===== config.mk =====
export PLATFORM = sky130hd
export DESIGN_NAME = aofs_top
export DESIGN_NICKNAME = d
export VERILOG_FILES = /design/src/shared/aofs_pkg.sv /design/src/rtl/aofs_top.sv
export SDC_FILE = /design/constraint.sdc
export NUM_CORES = 1
export LEC_CHECK = 0
export BUFFER_PORTS_ARGS = -buffer_cell sky130_fd_sc_hd__clkbuf_2
export CORE_ASPECT_RATIO = 1.2
export CORE_MARGIN = 2
export CORE_UTILIZATION = 55
export DETAILED_ROUTE_END_ITERATION = 8
export PLACE_DENSITY = 0.86
export REMOVE_ABC_BUFFERS = 1
export SETUP_SLACK_MARGIN = 0.02
export SLEW_MARGIN = 20
export SYNTH_ARGS = -nofsm -noshare
export SYNTH_HDL_FRONTEND = slang
export SYNTH_SLANG_ARGS = --single-unit

===== constraint.sdc =====
create_clock -name clk_sys_i -period 4.8 [get_ports clk_sys_i]
set_clock_uncertainty 0.1 [all_clocks]
set_input_delay 0.48 -clock clk_sys_i [delete_from_list [all_inputs] [get_ports clk_sys_i]]
set_output_delay 0.48 -clock clk_sys_i [all_outputs]
set_load 0.1 [all_outputs]

===== src/shared/aofs_pkg.sv =====
package aofs_pkg;
	localparam int ADDR_W = 12;
	localparam int DATA_W = 32;
	localparam int SAMPLE_W = 14;
	localparam int CORE_W = 16;
	localparam int HALF_W = 7;
	// Register indexes; byte address is four times the index
	localparam logic [ADDR_W-1:0] CFG_IDX = 12'h073;
	localparam logic [ADDR_W-1:0] POWER_IDX = 12'h074;
	localparam logic [ADDR_W-1:0] RATIO_IDX = 12'h075;
	localparam logic [ADDR_W-1:0] STATUS_IDX = 12'h076;
	localparam logic [ADDR_W-1:0] CFG_ADDR = {CFG_IDX[9:0], 2'b00};
	localparam logic [ADDR_W-1:0] POWER_ADDR = {POWER_IDX[9:0], 2'b00};
	localparam logic [ADDR_W-1:0] RATIO_ADDR = {RATIO_IDX[9:0], 2'b00};
	localparam logic [ADDR_W-1:0] STATUS_ADDR = {STATUS_IDX[9:0], 2'b00};
	// Output configuration fields
	localparam int CFG_CMOS_BIT = 0;
	localparam int CFG_DDR_BIT = 1;
	localparam int CFG_LOWI_BIT = 2;
	localparam int CFG_FMT_LSB = 4;
	localparam logic [7:0] CFG_RST = 8'h00;
	localparam logic [7:0] CFG_MASK = 8'h37;
	localparam logic [1:0] FMT_TWOS = 2'h0;
	localparam logic [1:0] FMT_GRAY = 2'h1;
	localparam logic [1:0] FMT_OBIN = 2'h2;
	// Three-level pin encodings
	localparam logic [1:0] LVL_GND = 2'h0;
	localparam logic [1:0] LVL_FLOAT = 2'h1;
	localparam logic [1:0] LVL_SUPPLY = 2'h2;
	// Power and ratio override codes; zero follows the pin
	localparam logic [1:0] PWR_PIN = 2'h0;
	localparam logic [1:0] PWR_NORMAL = 2'h1;
	localparam logic [1:0] PWR_NAP = 2'h2;
	localparam logic [1:0] PWR_SLEEP = 2'h3;
	localparam logic [1:0] RAT_PIN = 2'h0;
	localparam logic [1:0] RAT_1 = 2'h1;
	localparam logic [1:0] RAT_2 = 2'h2;
	localparam logic [1:0] RAT_4 = 2'h3;
	localparam logic [1:0] OVR_RST = 2'h0;
	// Status fields
	localparam int ST_PWR_LSB = 0;
	localparam int ST_RAT_LSB = 2;
	localparam int ST_SYNC_BIT = 4;
	localparam int ST_RELOCK_BIT = 5;
	localparam int ST_OR_BIT = 6;
	// Full-scale limits of the core value
	localparam logic signed [CORE_W-1:0] POS_FS = 16'h1FFF;
	localparam logic signed [CORE_W-1:0] NEG_FS = 16'hE000;
	localparam logic [1:0] RESP_OKAY = 2'h0;
	localparam logic [1:0] RESP_SLVERR = 2'h2;
	// Timing
	localparam int CLK_MHZ = 40;
	localparam int RELOCK_US = 100;
	localparam int RELOCK_CYC = RELOCK_US * CLK_MHZ;
	localparam int RELOCK_W = 12;
	localparam int SYNC_MAX_CYC = 30;
	localparam int SYNC_PULSE_MIN = 3;
	localparam int SYNC_GAP_MIN = 30;
	localparam int CLK_HOLD_MAX = 150;
	typedef enum logic [1:0] {
		PS_NORMAL = 2'b00,
		PS_NAP = 2'b01,
		PS_RELOCK = 2'b11,
		PS_SLEEP = 2'b10
	} aofs_pwr_t;
endpackage


===== src/rtl/aofs_top.sv =====
// Chosen here: the register offsets and the AXI4-Lite register port.
`timescale 1ns/1ps
// Operation
// - LVDS/CMOS and SDR/DDR selected in config
// - LVDS current 3mA default, 2mA option
// - Over-range flag updated every sample
// - Over-range codes saturate, never wrap
// - Nap or Sleep tristates all outputs
// - Power pin picks normal, sleep, nap
// - Written power mode overrides the pin
// - Allow 100us relock after halted nap
// - Twos complement, Gray, offset binary formats
// - Offset binary spans zeros to ones
// - Twos complement inverts offset binary MSB
// - Gray is offset binary XOR shifted
// - Mid-scale codes follow the formats
// - Output clock is input over ratio
// - Sync rise forces divider phase
// - Sync sampled on clock, legs complementary
// - Synchronised within thirty input cycles
// - Output clock undefined if clock interrupted
// - Clock hold lengthens recovery by hold; code ignores hold length, only a hold in nap adds the fixed 100us relock
// - Ratio pin or written ratio override
module aofs_top
	import aofs_pkg::*;
(
	input wire logic clk_sys_i,
	input wire logic reset_n_i,
	input wire logic [ADDR_W-1:0] s_axi_awaddr_i,
	input wire logic s_axi_awvalid_i,
	output logic s_axi_awready_o,
	input wire logic [DATA_W-1:0] s_axi_wdata_i,
	input wire logic [3:0] s_axi_wstrb_i,
	input wire logic s_axi_wvalid_i,
	output logic s_axi_wready_o,
	output logic [1:0] s_axi_bresp_o,
	output logic s_axi_bvalid_o,
	input wire logic s_axi_bready_i,
	input wire logic [ADDR_W-1:0] s_axi_araddr_i,
	input wire logic s_axi_arvalid_i,
	output logic s_axi_arready_o,
	output logic [DATA_W-1:0] s_axi_rdata_o,
	output logic [1:0] s_axi_rresp_o,
	output logic s_axi_rvalid_o,
	input wire logic s_axi_rready_i,
	input wire logic signed [CORE_W-1:0] core_sample_i,
	input wire logic [1:0] power_saving_select_pin_i,
	input wire logic [1:0] divider_ratio_pin_i,
	input wire logic divider_phase_sync_pos_i,
	input wire logic divider_phase_sync_neg_i,
	input wire logic serial_select_low_i,
	input wire logic input_clock_halted_i,
	output logic [SAMPLE_W-1:0] data_o,
	output logic data_oe_o,
	output logic sample_clock_out_pos_o,
	output logic sample_clock_out_neg_o,
	output logic clock_out_oe_o,
	output logic over_range_o,
	output logic over_range_oe_o,
	output logic lvds_mode_o,
	output logic ddr_mode_o,
	output logic lvds_low_current_o
);
	logic rst_m_q, rst_n_q;
	logic [7:0] cfg_q;
	logic [1:0] pwr_ovr_q, rat_ovr_q;
	logic aw_have_q, w_have_q, bvalid_q, rvalid_q;
	logic [ADDR_W-1:0] awaddr_q;
	logic [DATA_W-1:0] wdata_q, rdata_q;
	logic [3:0] wstrb_q;
	logic [1:0] bresp_q, rresp_q;
	logic wr_fire, wr_hit;
	logic sync_q, sync_prev_q, sync_rise, sync_seen_q, sync_pend_q;
	logic [4:0] sync_age_q;
	logic [1:0] cnt_q, div_max, rat_code, fmt;
	logic div_clk_q, take, half_q, halt_seen_q;
	logic signed [CORE_W-1:0] core_q;
	logic [SAMPLE_W-1:0] sat, obin, obin_q, word_q, data_q;
	logic over_q, over_now;
	logic [RELOCK_W-1:0] relock_cnt_q;
	aofs_pwr_t state_q, tgt;
	localparam int SYNC_BOUND = SYNC_MAX_CYC;

	function automatic aofs_pwr_t lvl_to_pwr(input logic [1:0] lvl);
		unique case (lvl)
			LVL_GND: lvl_to_pwr = PS_NORMAL;
			LVL_SUPPLY: lvl_to_pwr = PS_NAP;
			default: lvl_to_pwr = PS_SLEEP;
		endcase
	endfunction

	function automatic logic [1:0] lvl_to_rat(input logic [1:0] lvl);
		unique case (lvl)
			LVL_GND: lvl_to_rat = RAT_2;
			LVL_SUPPLY: lvl_to_rat = RAT_4;
			default: lvl_to_rat = RAT_1;
		endcase
	endfunction

	function automatic logic [7:0] merge8(input logic [7:0] old,
		input logic [7:0] val, input logic en);
		merge8 = en ? val : old;
	endfunction

	always_ff @(posedge clk_sys_i or negedge reset_n_i) begin
		if (!reset_n_i) begin
			rst_m_q <= 1'b0;
			rst_n_q <= 1'b0;
		end else begin
			rst_m_q <= 1'b1;
			rst_n_q <= rst_m_q;
		end
	end

	// AXI4-Lite write path
	assign s_axi_awready_o = !aw_have_q && !bvalid_q;
	assign s_axi_wready_o = !w_have_q && !bvalid_q;
	assign wr_fire = aw_have_q && w_have_q && !bvalid_q;
	assign wr_hit = awaddr_q == CFG_ADDR || awaddr_q == POWER_ADDR ||
		awaddr_q == RATIO_ADDR || awaddr_q == STATUS_ADDR;
	assign s_axi_bvalid_o = bvalid_q;
	assign s_axi_bresp_o = bresp_q;

	always_ff @(posedge clk_sys_i or negedge rst_n_q) begin
		if (!rst_n_q) begin
			aw_have_q <= 1'b0;
			w_have_q <= 1'b0;
			bvalid_q <= 1'b0;
			awaddr_q <= '0;
			wdata_q <= '0;
			wstrb_q <= '0;
			bresp_q <= RESP_OKAY;
		end else begin
			if (s_axi_awvalid_i && s_axi_awready_o) begin
				aw_have_q <= 1'b1;
				awaddr_q <= s_axi_awaddr_i;
			end
			if (s_axi_wvalid_i && s_axi_wready_o) begin
				w_have_q <= 1'b1;
				wdata_q <= s_axi_wdata_i;
				wstrb_q <= s_axi_wstrb_i;
			end
			if (wr_fire) begin
				aw_have_q <= 1'b0;
				w_have_q <= 1'b0;
				bvalid_q <= 1'b1;
				bresp_q <= wr_hit ? RESP_OKAY : RESP_SLVERR;
			end else if (bvalid_q && s_axi_bready_i) begin
				bvalid_q <= 1'b0;
			end
		end
	end

	always_ff @(posedge clk_sys_i or negedge rst_n_q) begin
		if (!rst_n_q) begin
			cfg_q <= CFG_RST;
			pwr_ovr_q <= OVR_RST;
			rat_ovr_q <= OVR_RST;
		end else if (wr_fire) begin
			if (awaddr_q == CFG_ADDR)
				cfg_q <= merge8(cfg_q, wdata_q[7:0], wstrb_q[0]) & CFG_MASK;
			if (awaddr_q == POWER_ADDR && wstrb_q[0])
				pwr_ovr_q <= wdata_q[1:0];
			if (awaddr_q == RATIO_ADDR && wstrb_q[0])
				rat_ovr_q <= wdata_q[1:0];
		end
	end

	// AXI4-Lite read path
	assign s_axi_arready_o = !rvalid_q;
	assign s_axi_rvalid_o = rvalid_q;
	assign s_axi_rdata_o = rdata_q;
	assign s_axi_rresp_o = rresp_q;

	always_ff @(posedge clk_sys_i or negedge rst_n_q) begin
		if (!rst_n_q) begin
			rvalid_q <= 1'b0;
			rdata_q <= '0;
			rresp_q <= RESP_OKAY;
		end else if (s_axi_arvalid_i && s_axi_arready_o) begin
			rvalid_q <= 1'b1;
			rresp_q <= RESP_OKAY;
			rdata_q <= '0;
			unique case (s_axi_araddr_i)
				CFG_ADDR: rdata_q[7:0] <= cfg_q;
				POWER_ADDR: rdata_q[1:0] <= pwr_ovr_q;
				RATIO_ADDR: rdata_q[1:0] <= rat_ovr_q;
				STATUS_ADDR: begin
					rdata_q[ST_PWR_LSB+:2] <= state_q;
					rdata_q[ST_RAT_LSB+:2] <= rat_code;
					rdata_q[ST_SYNC_BIT] <= sync_seen_q;
					rdata_q[ST_RELOCK_BIT] <= state_q == PS_RELOCK;
					rdata_q[ST_OR_BIT] <= over_q;
				end
				default: rresp_q <= RESP_SLVERR;
			endcase
		end else if (rvalid_q && s_axi_rready_i) begin
			rvalid_q <= 1'b0;
		end
	end

	assign lvds_low_current_o = cfg_q[CFG_LOWI_BIT];
	assign lvds_mode_o = !cfg_q[CFG_CMOS_BIT];
	assign ddr_mode_o = cfg_q[CFG_DDR_BIT];
	assign fmt = cfg_q[CFG_FMT_LSB+:2];

	assign rat_code = rat_ovr_q != RAT_PIN ? rat_ovr_q :
		lvl_to_rat(divider_ratio_pin_i);
	assign div_max = rat_code == RAT_4 ? 2'd3 :
		(rat_code == RAT_2 ? 2'd1 : 2'd0);

	always_ff @(posedge clk_sys_i or negedge rst_n_q) begin
		if (!rst_n_q) begin
			sync_q <= 1'b0;
			sync_prev_q <= 1'b0;
		end else begin
			sync_q <= divider_phase_sync_pos_i && !divider_phase_sync_neg_i;
			sync_prev_q <= sync_q;
		end
	end

	assign sync_rise = sync_q && !sync_prev_q;

	always_ff @(posedge clk_sys_i or negedge rst_n_q) begin
		if (!rst_n_q) begin
			cnt_q <= 2'd0;
			div_clk_q <= 1'b1;
		end else if ((sync_rise && div_max != 2'd0) || cnt_q >= div_max) begin
			cnt_q <= 2'd0;
			div_clk_q <= 1'b1;
		end else begin
			cnt_q <= cnt_q + 2'd1;
			div_clk_q <= div_max == 2'd3 ? cnt_q == 2'd0 : 1'b0;
		end
	end

	always_ff @(posedge clk_sys_i or negedge rst_n_q) begin
		if (!rst_n_q) begin
			sync_pend_q <= 1'b0;
			sync_seen_q <= 1'b0;
			sync_age_q <= 5'd0;
		end else begin
			sync_pend_q <= sync_rise && div_max != 2'd0;
			sync_age_q <= sync_rise ? 5'd0 :
				(sync_age_q == 5'h1F ? sync_age_q : sync_age_q + 5'd1);
			if (sync_pend_q)
				sync_seen_q <= 1'b1;
			else if (wr_fire && awaddr_q == STATUS_ADDR && wstrb_q[0] &&
				wdata_q[ST_SYNC_BIT])
				sync_seen_q <= 1'b0;
		end
	end

	// output clock at input over ratio
	assign sample_clock_out_pos_o = div_max == 2'd0 ? clk_sys_i : div_clk_q;
	assign sample_clock_out_neg_o = !sample_clock_out_pos_o;
	assign take = cnt_q == 2'd0;

	assign over_now = core_sample_i > POS_FS || core_sample_i < NEG_FS;
	assign core_q = core_sample_i > POS_FS ? POS_FS :
		(core_sample_i < NEG_FS ? NEG_FS : core_sample_i);
	assign sat = core_q[SAMPLE_W-1:0];
	assign obin = {!sat[SAMPLE_W-1], sat[SAMPLE_W-2:0]};

	always_ff @(posedge clk_sys_i or negedge rst_n_q) begin
		if (!rst_n_q) begin
			obin_q <= '0;
			word_q <= '0;
			over_q <= 1'b0;
		end else if (take) begin
			over_q <= over_now;
			obin_q <= obin;
			unique case (fmt)
				FMT_GRAY: word_q <= obin ^ (obin >> 1);
				FMT_OBIN: word_q <= obin;
				default: word_q <= {!obin[SAMPLE_W-1], obin[SAMPLE_W-2:0]};
			endcase
		end
	end

	always_ff @(posedge clk_sys_i or negedge rst_n_q) begin
		if (!rst_n_q) begin
			half_q <= 1'b0;
			data_q <= '0;
		end else begin
			half_q <= take ? 1'b0 : !half_q;
			if (!ddr_mode_o)
				data_q <= word_q;
			else if (!half_q)
				data_q <= {7'h00, word_q[SAMPLE_W-1:HALF_W]};
			else
				data_q <= {7'h00, word_q[HALF_W-1:0]};
		end
	end
	assign data_o = data_q;
	assign over_range_o = over_q;

	assign tgt = pwr_ovr_q == PWR_PIN ? lvl_to_pwr(power_saving_select_pin_i) :
		(pwr_ovr_q == PWR_NAP ? PS_NAP :
		(pwr_ovr_q == PWR_SLEEP ? PS_SLEEP : PS_NORMAL));

	always_ff @(posedge clk_sys_i or negedge rst_n_q) begin
		if (!rst_n_q) begin
			state_q <= PS_SLEEP;
			halt_seen_q <= 1'b0;
			relock_cnt_q <= '0;
		end else begin
			if (state_q == PS_NAP && input_clock_halted_i)
				halt_seen_q <= 1'b1;
			else if (state_q != PS_NAP)
				halt_seen_q <= 1'b0;
			unique case (state_q)
				PS_NAP: begin
					if (tgt == PS_NORMAL && halt_seen_q) begin
						state_q <= PS_RELOCK;
						relock_cnt_q <= RELOCK_W'(RELOCK_CYC - 1);
					end else begin
						state_q <= tgt;
					end
				end
				PS_RELOCK: begin
					if (tgt != PS_NORMAL)
						state_q <= tgt;
					else if (relock_cnt_q == '0)
						state_q <= PS_NORMAL;
					else
						relock_cnt_q <= relock_cnt_q - 1'b1;
				end
				default: state_q <= tgt;
			endcase
		end
	end

	assign data_oe_o = state_q == PS_NORMAL;
	assign clock_out_oe_o = state_q == PS_NORMAL;
	assign over_range_oe_o = state_q == PS_NORMAL;
endmodule


---- After elaboration in Yosys (flattened, before gate mapping) ----
Index checks and enable logic that the tools add are counted.
operators by class
  reductions and logical operators ........ 57
  equal/unequal tests ..................... 24
  muxes and demuxes ....................... 42
  magnitude comparators ................... 3
  bitwise operators ....................... 1
  add/subtract/negate cells ............... 2
operators with widths
  kind                                                                               count
  12-bit by 9-bit == test with 1-bit output, second input constant                   8
  14-bit two-way mux                                                                 3
  12-bit two-way mux                                                                 3
  14-bit one-hot mux with 2 select lines                                             1
  12-bit one-hot mux with 2 select lines                                             1
  2-bit two-way mux                                                                  11
  2-bit nonzero test                                                                 10
  1-bit logical AND                                                                  19
  2-bit == test, second input constant                                               9
  1-bit two-way mux                                                                  17
  16-bit by 14-bit greater-than comparator with 1-bit output, second input constant  1
  16-bit by 14-bit less-than comparator with 1-bit output, second input constant     1
  2-bit logical NOT                                                                  7
  14-bit by 13-bit XOR with 14-bit output                                            1
  12-bit logical NOT                                                                 1
  2-bit one-hot mux with 2 select lines                                              3
  12-bit by 1-bit subtractor with 12-bit output, second input constant               1
  1-bit logical NOT                                                                  10
  5-bit one-hot mux with 2 select lines                                              1
  2-bit one-hot mux with 4 select lines                                              1
  7-bit two-way mux                                                                  1
  1-bit logical OR                                                                   5
  2-bit by 1-bit == test with 1-bit output, second input constant                    2
  2-bit by 1-bit != test with 1-bit output, second input constant                    2
  8 further kinds                                                                    10
storage, ports and cells
  bits in registers ....................... 97
  bits of input ports ..................... 91
  output and inout port bits .............. 64
  logic and storage cells ................. 157

---- Longest topological paths before layout ----
Gate-level depths: netlist of run 1.
  word-level depth ........................ 10
  mapped depth ............................ 7
  gate-level depth less buffers ........... 6

==> flow_metrics.env, run 1 <==
export IMPL_outcome="complete, no violations"
export IMPL_crit_required_ns=4.22
export IMPL_ys_flop_type="dfrtp_1"
export IMPL_whs_ns=0.03937
export IMPL_path_max_fanout=2
export IMPL_min_path_cells=2
export IMPL_wl_mm=10.07
export IMPL_leakagePower_nw=2.519
export IMPL_drc_errors=0
export IMPL_pre_cts_slack_ns=1.207
export IMPL_fin_ws_ns=0.9452
export IMPL_drt_iter0_drc=194
export IMPL_clk_pin_slew_ns=0.09
export IMPL_final_util_pct=66.51
export IMPL_n_antenna_cell=0
export IMPL_wl_per_cell_um=15.21
export IMPL_syn_avg_cell_area_um2=10.55
export IMPL_worst_slew_pin_transition_ns=0.9810
export IMPL_grt_usage_pct=22.71
export IMPL_p_total_mw=3.458
export IMPL_design_area_mm2=0.005453
export IMPL_die_w_um=88.42
export IMPL_synth_area_top_cells="dfrtp_1 (49%), mux2_2 (6.9%), buf_4 (4.8%)"
export IMPL_r2r_end="word_q[6]$_DFFE_PN0P_"
export IMPL_drive_gt1_share_pct=29.01
export IMPL_drv_slew=0
export IMPL_boundaryPins=155
export IMPL_synth_top_area_share_pct=48.95
export IMPL_crit_path_end_kind="primary output"
export IMPL_postRouteAntennaNets=0
export IMPL_relSlewSlack_pct=34.60
export IMPL_rows=36
export IMPL_gp_congestion=0.8389
export IMPL_coreArea_mm2=0.008198
export IMPL_area_growth_pct=15.94
export IMPL_synth_area_mm2=0.004703
export IMPL_r2r_slack_ns=2.53
export IMPL_grt_pass1_wl_mm=16.22
export IMPL_grt_overflow=0
export IMPL_io_buffers=96
export IMPL_vias=3668
export IMPL_start_kind="clock port"
export IMPL_critPathKind="clock port to primary output"
export IMPL_yosysTopAreaCell="dfrtp_1"
export IMPL_synth_cell_types=63
export IMPL_clock_latency_ns=0.48
export IMPL_hold_class="input port to flip-flop"
export IMPL_viasPerCell=5.541
export IMPL_maxCapViolCount=0
export IMPL_finalSetupTns_ns=0
export IMPL_synth_seq_cells=94
export IMPL_first_pass_iters=6
export IMPL_arrival_ns=3.27
export IMPL_tritoncts="yes"
export IMPL_ir_drop_uv=745.9
export IMPL_ys_async_sr_fraction_pct=100.0
export IMPL_setup_violations=0
export IMPL_post_cts_resized=0
export IMPL_fp_dieH_um=105.3
export IMPL_antenna_found_initial=0
export IMPL_grt_max_degree=93
export IMPL_powerDensity_mw_per_mm2=634.1
export IMPL_reg2reg_depth=6
export IMPL_die_area_mm2=0.009310
export IMPL_reg2reg_from="cfg_q[4]$_DFFE_PN0P_"
export IMPL_synthTopCellsByCount="dfrtp_1 (92), buf_4 (30), mux2_2 (29)"
export IMPL_hpwlAfterDp_mm=7.334
export IMPL_final_hold_viol_count=0
export IMPL_final_instance_count_excl_fill=662
export IMPL_min_to="sync_q$_DFF_PN0_"
export IMPL_synth_cells=446
export IMPL_dpl_cell_area_mm2=0.005162
export IMPL_placed_cells=641
export IMPL_ys_warn_count=0
export IMPL_synth_edff_count=0
export IMPL_yosysMostFrequentCell="dfrtp_1"
export IMPL_fin_nets=640
export IMPL_grt_pass1_vias=3563
export IMPL_ys_seq_area_share_pct=50.07
export IMPL_floorplan_initialDensity_pct=57.37
export IMPL_rsz0062_at_grt="false"
export IMPL_hp_start="divider_phase_sync_neg_i"
-- registers in the layout, indices dropped and copies added (netlist names), 2 cells and up --
register	count
awaddr_q	12
cfg_q	5
cnt_q	2
data_o	14
pwr_ovr_q	2
rat_ovr_q	2
relock_cnt_q	12
s_axi_rdata_o	7
state_q	2
wdata_q	5
word_q	14
-- power by group --
part	internal, mW	total, mW	switching, mW
sequential	1.07	1.28	0.213
combinational	0.355	1.41	1.05
clock	0.362	0.767	0.405
-- final cells by class --
class | count | area, um2
clock buffer | 15 | 178.9
fill | 636 | 2745
multi-input combinational | 316 | 2098
clock inverter | 7 | 95.09
timing repair buffer | 97 | 508.0
sequential | 94 | 2359
tap | 114 | 142.6
inverter | 19 | 71.32
-- cell families after synthesis --
group                      Yosys count  share of synthesized area, %
AOI/OAI and AO/OA                   87                         11.52
xor gates and xnor gates             2                        0.3725
other                                2                        0.1597
and+or+nand+nor                    155                         19.82
muxes                               38                         9.072
buffers and inverters               62                         7.396
adders and majority gates            6                         1.596
DFF                                 94                         50.07
-- layer usage --
layer / GRT usage (%) / part of all wire, % / up-vias
met5: 0 / 0 / -
met4: 9.848 / 2.4 / 0
met3: 7.048 / 5.7 / 24
met2: 37.92 / 51 / 129
met1: 26.54 / 41 / 1773
li1: - / - / 1742
-- worst max path at each step --
stage	from	endpoint	depth (start not counted)
CTS	clk_sys_i	sample_clock_out_neg_o	4
global route	clk_sys_i	sample_clock_out_neg_o	4
global placement	clk_sys_i	sample_clock_out_neg_o	2
finish	clk_sys_i	sample_clock_out_neg_o	4
floorplan	clk_sys_i	sample_clock_out_pos_o	2
detailed placement	clk_sys_i	sample_clock_out_neg_o	2
-- critical path, stage by stage --
cell      delay, ns
clkbuf_8       0.11
clkbuf_8       0.12
mux2i_1        0.16
clkbuf_2       0.49
-- timing repair --
action                                 in CTS  in global routing
endpoints found under the hold margin       2                  0
setup buffers                               0                  0
hold buffers                                1                  0
-- cells in the final DEF, fill, tap and decap left out, drive strengths merged, types with 3 or more instances in the layout --
cell type,netlist,final
nor2,28,28
nand2b,5,5
and4,3,3
a31oi,17,17
mux2i,7,7
a22oi,4,4
inv,20,22
nand3b,16,16
or4,3,3
nor3,7,7
nand3,16,16
and3,3,3
o22ai,3,3
clkbuf,9,109
nand2,26,26
o21ai,20,20
or3,3,3
o21bai,3,3
nor4,8,8
and2,7,7
nor4b,3,3
nor2b,14,14
dfrtp,92,92
ha,6,6
mux2,31,31
a21oi,22,22
conb,2,28
Power figures use the tool's default switching activity.
==> inputs of run 2 (changes only) <==
--- a/config.mk
+++ b/config.mk
@@ -8,9 +8,9 @@
 export BUFFER_PORTS_ARGS = -buffer_cell sky130_fd_sc_hd__clkbuf_2
 export CORE_ASPECT_RATIO = 1.2
 export CORE_MARGIN = 2
-export CORE_UTILIZATION = 55
+export CORE_UTILIZATION = 51
 export DETAILED_ROUTE_END_ITERATION = 8
-export PLACE_DENSITY = 0.86
+export PLACE_DENSITY = 0.8
 export REMOVE_ABC_BUFFERS = 1
 export SETUP_SLACK_MARGIN = 0.02
 export SLEW_MARGIN = 20
==> constraint.sdc (replaced) <==
create_clock -name clk_sys_i -period 3.87 [get_ports clk_sys_i]
set_clock_uncertainty 0.1 [all_clocks]
set_input_delay 0.387 -clock clk_sys_i [delete_from_list [all_inputs] [get_ports clk_sys_i]]
set_output_delay 0.387 -clock clk_sys_i [all_outputs]
set_load 0.1 [all_outputs]
==> run 2 against run 1 <==
Compared with the run above: critical path depth did not move; largest cell class unchanged; critical endpoint unchanged; wire length fell by 2.1%; final cell count rose by 1.4%; global-route usage fell by 1.8 points; count of clock-buffer cells in the layout fell by 1; worst setup slack got worse by 0.36 ns; non-clock buffer count rose by 3.
==> flow_metrics.env, run 2 (synthesis gave the netlist of run 1 again) <==
export IMPL_outcome="complete, no violations"
export IMPL_viasPerCell=5.344
export IMPL_ir_drop_uv=633.2
export IMPL_drv_slew=0
export IMPL_clock_latency_ns=0.48
export IMPL_drc_errors=0
export IMPL_critPathKind="clock port to primary output"
export IMPL_worst_slew_pin_transition_ns=0.9935
export IMPL_clk_pin_slew_ns=0.09
export IMPL_wl_per_cell_um=14.69
export IMPL_grt_pass1_wl_mm=16.43
export IMPL_leakagePower_nw=2.552
export IMPL_final_cell_mix="clkbuf_2 (96), dfrtp_1 (91), mux2_2 (29)"
export IMPL_pre_cts_slack_ns=0.8350
export IMPL_boundaryPins=155
export IMPL_vias=3586
export IMPL_fin_ws_ns=0.5851
export IMPL_crit_path_end_kind="primary output"
export IMPL_finalSetupTns_ns=0
export IMPL_grt_overflow=0
export IMPL_final_instance_count_excl_fill=671
export IMPL_drive_gt1_share_pct=29.04
export IMPL_first_pass_iters=4
export IMPL_powerDensity_mw_per_mm2=797.1
export IMPL_path_max_fanout=2
export IMPL_rows=38
export IMPL_postRouteAntennaNets=0
export IMPL_cpPeakStageDelay_ns=0.48
export IMPL_n_antenna_cell=0
export IMPL_placed_cells=648
export IMPL_crit_required_ns=3.38
export IMPL_arrival_ns=2.80
export IMPL_hpwlAfterDp_mm=7.310
export IMPL_grt_usage_pct=20.89
export IMPL_grt_pass1_vias=3585
export IMPL_grt_max_degree=74
export IMPL_tritoncts="yes"
export IMPL_rsz0062_at_grt="false"
export IMPL_coreArea_mm2=0.008986
export IMPL_final_common_cell="clkbuf_2"
export IMPL_start_kind="clock port"
export IMPL_crit_path_top_delay_cell="clkbuf_2"
export IMPL_worstPathCellList="clkbuf_8 -> clkbuf_8 -> mux2i_1 -> clkbuf_2"
export IMPL_cpMostUsedCell="clkbuf_8"
export IMPL_io_buffers=96
export IMPL_fin_nets=643
export IMPL_die_w_um=91.67
export IMPL_final_hold_viol_count=0
export IMPL_antenna_found_initial=0
export IMPL_fp_dieH_um=109.2
export IMPL_die_area_mm2=0.01001
export IMPL_cts_setup_buffers=0
export IMPL_area_growth_pct=17.61
export IMPL_gp_congestion=0.8524
export IMPL_wl_mm=9.857
export IMPL_hold_class="input port to flip-flop"
export IMPL_fillers=727
export IMPL_relSlewSlack_pct=33.77
export IMPL_setup_violations=0
export IMPL_maxCapViolCount=0
export IMPL_drt_iter0_drc=130
export IMPL_floorplan_initialDensity_pct=52.34
run 2: cell type report:
| cell class | instances | area [um2] | area share [%] |
|---|---|---|---|
| clock buffers | 14 | 175.2 | 3.167 |
| multi-input cells | 316 | 2098 | 37.93 |
| well taps | 120 | 150.1 | 2.714 |
| clock inverters | 8 | 152.6 | 2.760 |
| inverters | 19 | 71.32 | 1.289 |
| flip-flops and latches | 94 | 2359 | 42.64 |
| repair buffers | 100 | 525.5 | 9.500 |
run 2: through the flow:
| step | hold WS (ns) | power [mW] | util, % | instance area [um2] |
|---|---|---|---|---|
| after detailed placement | 0.07549 | 3.485 | 57.62 | 5177 |
| after global placement | 0.07256 | 3.422 | 57.62 | 5177 |
| after CTS | 0.02171 | 4.437 | 61.56 | 5532 |
| after floorplan | -0.008591 | 3.119 | - | 4528 |
| after global routing | 0.007529 | 4.647 | 61.56 | 5532 |
| final | 0.02709 | 4.409 | 61.56 | 5532 |
run 2: critical path, delay by kind of cell:
family | cells | cell delay [ns]
buffers and inverters | 3 | 0.71
multiplexers | 1 | 0.15
run 2: worst paths after layout:
path / slack (ns) / startpoint / to / depth (start not counted)
worst min-delay path: 0.03 / divider_phase_sync_pos_i / sync_q$_DFF_PN0_ / 2
worst min register to register: 0.26 / rst_m_q$_DFF_PN0_ / rst_n_q$_DFF_PN0_ / 0
worst max-delay path: 0.59 / clk_sys_i / sample_clock_out_neg_o / 4
max in group asynchronous: 2.47 / rst_n_q$_DFF_PN0_ / data_o[4]$_DFF_PN0_ / 1
worst max register to register: 1.65 / cfg_q[4]$_DFFE_PN0P_ / word_q[7]$_DFFE_PN0P_ / 6
min in group asynchronous: 0.14 / reset_n_i / rst_n_q$_DFF_PN0_ / 2
run 2: what timing repair did:
| item | CTS | global route |
|---|---|---|
| gates resized for setup | 0 | 0 |
| hold buffers | 4 | 0 |
| endpoints found under the hold margin | 5 | 0 |
run 2: layer usage:
metal | vias to the layer above | global-route usage [%] | part of all wire (%)
li1 | 1742 | - | -
met1 | 1732 | 26.09 | 43
met2 | 94 | 34.77 | 51
met3 | 18 | 4.768 | 4.6
met4 | 0 | 9.524 | 2.1
met5 | - | 0 | 0
run 2: power breakdown:
group | internal [mW] | switching (mW)
Sequential | 1.33 | 0.262
Combinational | 0.441 | 1.30
Clock | 0.583 | 0.503
Total | 2.35 | 2.06
==> inputs of run 3 (changes only) <==
--- a/config.mk
+++ b/config.mk
@@ -8,9 +8,9 @@
 export BUFFER_PORTS_ARGS = -buffer_cell sky130_fd_sc_hd__clkbuf_2
 export CORE_ASPECT_RATIO = 1.2
 export CORE_MARGIN = 2
-export CORE_UTILIZATION = 51
+export CORE_UTILIZATION = 46
 export DETAILED_ROUTE_END_ITERATION = 8
-export PLACE_DENSITY = 0.8
+export PLACE_DENSITY = 0.77
 export REMOVE_ABC_BUFFERS = 1
 export SETUP_SLACK_MARGIN = 0.02
 export SLEW_MARGIN = 20
==> constraint.sdc (replaced) <==
create_clock -name clk_sys_i -period 2.9 [get_ports clk_sys_i]
set_clock_uncertainty 0.1 [all_clocks]
set_input_delay 0.29 -clock clk_sys_i [delete_from_list [all_inputs] [get_ports clk_sys_i]]
set_output_delay 0.29 -clock clk_sys_i [all_outputs]
set_load 0.1 [all_outputs]
==> run 3 against run 2 <==
Compared with the run above: final area is 5.1% higher; die area is 10% higher; count of clock-buffer cells in the layout is 1 higher; via count is 5.3% higher; core utilization is 3.5 points lower; final cell count is 4.0% higher; global-route usage is 0.81 points lower; sequential power is 33% higher; critical path type unchanged.
==> flow_metrics.env, run 3 (synthesis gave the netlist of run 1 again) <==
export IMPL_outcome="complete, no violations"
export IMPL_comb_power_share_pct=39.0
export IMPL_setup_violations=0
export IMPL_clk_pin_slew_ns=0.07
export IMPL_rows=40
export IMPL_drive_gt1_share_pct=28.15
export IMPL_floorplan_initialDensity_pct=46.99
export IMPL_pre_cts_slack_ns=0.4466
export IMPL_fp_dieH_um=114.8
export IMPL_viasPerCell=5.408
export IMPL_start_kind="clock port"
export IMPL_gp_congestion=0.8341
export IMPL_n_antenna_cell=0
export IMPL_ir_drop_uv=1158
export IMPL_p_int_mw=3.255
export IMPL_hold_class="input port to flip-flop"
export IMPL_wl_per_cell_um=15.05
export IMPL_seq_power_share_pct=35.0
export IMPL_relSlewSlack_pct=51.52
export IMPL_grt_pass1_vias=3765
export IMPL_post_cts_resized=0
export IMPL_drv_slew=0
export IMPL_crit_required_ns=2.51
export IMPL_arrival_ns=2.34
export IMPL_tritoncts="yes"
export IMPL_maxCapViolCount=0
export IMPL_boundaryPins=155
export IMPL_switchingPower_mw=2.804
export IMPL_grt_usage_pct=20.09
export IMPL_drc_errors=0
export IMPL_worst_slew_pin_transition_ns=0.7230
export IMPL_rsz0062_at_grt="false"
export IMPL_fin_nets=664
export IMPL_antenna_found_initial=0
export IMPL_p_total_mw=6.059
export IMPL_clock_latency_ns=0.45
export IMPL_final_cell_mix="clkbuf_2 (96), dfrtp_1 (91), mux2_2 (29)"
export IMPL_hpwlAfterDp_mm=7.552
export IMPL_powerDensity_mw_per_mm2=1042
export IMPL_grt_pass1_wl_mm=17.01
export IMPL_clockPowerShare_pct=26.0
export IMPL_die_area_mm2=0.01105
export IMPL_final_hold_viol_count=0
export IMPL_drt_iter0_drc=208
export IMPL_io_buffers=96
export IMPL_grt_max_degree=51
export IMPL_area_growth_pct=23.65
export IMPL_vias=3775
export IMPL_first_pass_iters=4
export IMPL_postRouteAntennaNets=0
export IMPL_fin_ws_ns=0.1690
export IMPL_leakagePower_nw=2.675
export IMPL_final_common_cell="clkbuf_2"
export IMPL_die_w_um=96.31
export IMPL_crit_path_end_kind="primary output"
export IMPL_switching_share_pct=46.28
export IMPL_path_max_fanout=2
export IMPL_wl_mm=10.50
export IMPL_grt_overflow=0
export IMPL_hold_buffers=23
export IMPL_cts_setup_buffers=0
export IMPL_critPathKind="clock port to primary output"
export IMPL_coreArea_mm2=0.01001
==> run 3: final cells by class <==
| type | instances | area, um2 |
|---|---|---|
| Timing Repair Buffer | 121 | 743.2 |
| Tap cell | 126 | 157.7 |
| Multi-Input combinational cell | 316 | 2098 |
| Clock buffer | 15 | 314.1 |
| Fill cell | 859 | 4194 |
| Inverter | 19 | 71.32 |
| Sequential cell | 94 | 2359 |
| Clock inverter | 7 | 72.57 |
==> run 3: worst max-delay path, cell delays in order <==
cell and delay, ns:
clkbuf_16 0.12, clkbuf_16 0.13, mux2i_1 0.15, clkbuf_2 0.49
==> run 3: final timing paths <==
| check | end | cells past startpoint | startpoint | slack [ns] |
|---|---|---|---|---|
| worst max register to register | relock_cnt_q[6]$_DFFE_PN0P_ | 6 | relock_cnt_q[0]$_DFFE_PN0P_ | 0.74 |
| worst min-delay path | halt_seen_q$_DFFE_PN0P_ | 3 | input_clock_halted_i | 0.005 |
| min in group asynchronous | rst_n_q$_DFF_PN0_ | 2 | reset_n_i | 0.07 |
| worst max-delay path | sample_clock_out_neg_o | 4 | clk_sys_i | 0.17 |
| worst min register to register | rst_n_q$_DFF_PN0_ | 0 | rst_m_q$_DFF_PN0_ | 0.26 |
| max in group asynchronous | state_q[1]$_DFFE_PN1P_ | 1 | rst_n_q$_DFF_PN0_ | 1.73 |
==> run 3: per-layer routing <==
metal | up-vias | track usage [%] | wire, um
met5 | - | 0 | 0
met4 | 0 | 9.202 | 217
met3 | 20 | 6.619 | 593
met2 | 101 | 33.52 | 5509
met1 | 1861 | 23.32 | 4183
li1 | 1793 | - | -
==> run 3: power by group through the flow <==
stage / registers, mW / logic (mW) / clock network [mW]
floorplan: 2.90 / 1.08 / 0.174
CTS: 2.12 / 2.37 / 1.60
global route: 2.18 / 2.52 / 1.66
global placement: 2.11 / 2.28 / 0.192
finish: 2.12 / 2.36 / 1.58
detailed placement: 2.14 / 2.33 / 0.192
==> run 3: per-stage QoR <==
step                std cells  util [%]  TNS [ns]  area (um2)  hold WS, ns
floorplan                 430         -    -13.54        4528      -0.1056
global placement          656     52.08         0        5213     -0.02412
detailed placement        656     52.08         0        5213     -0.02139
CTS                       698     58.10         0        5816    0.0009688
global route              698     58.10         0        5816     0.009767
finish                    698     58.10         0        5816     0.005081
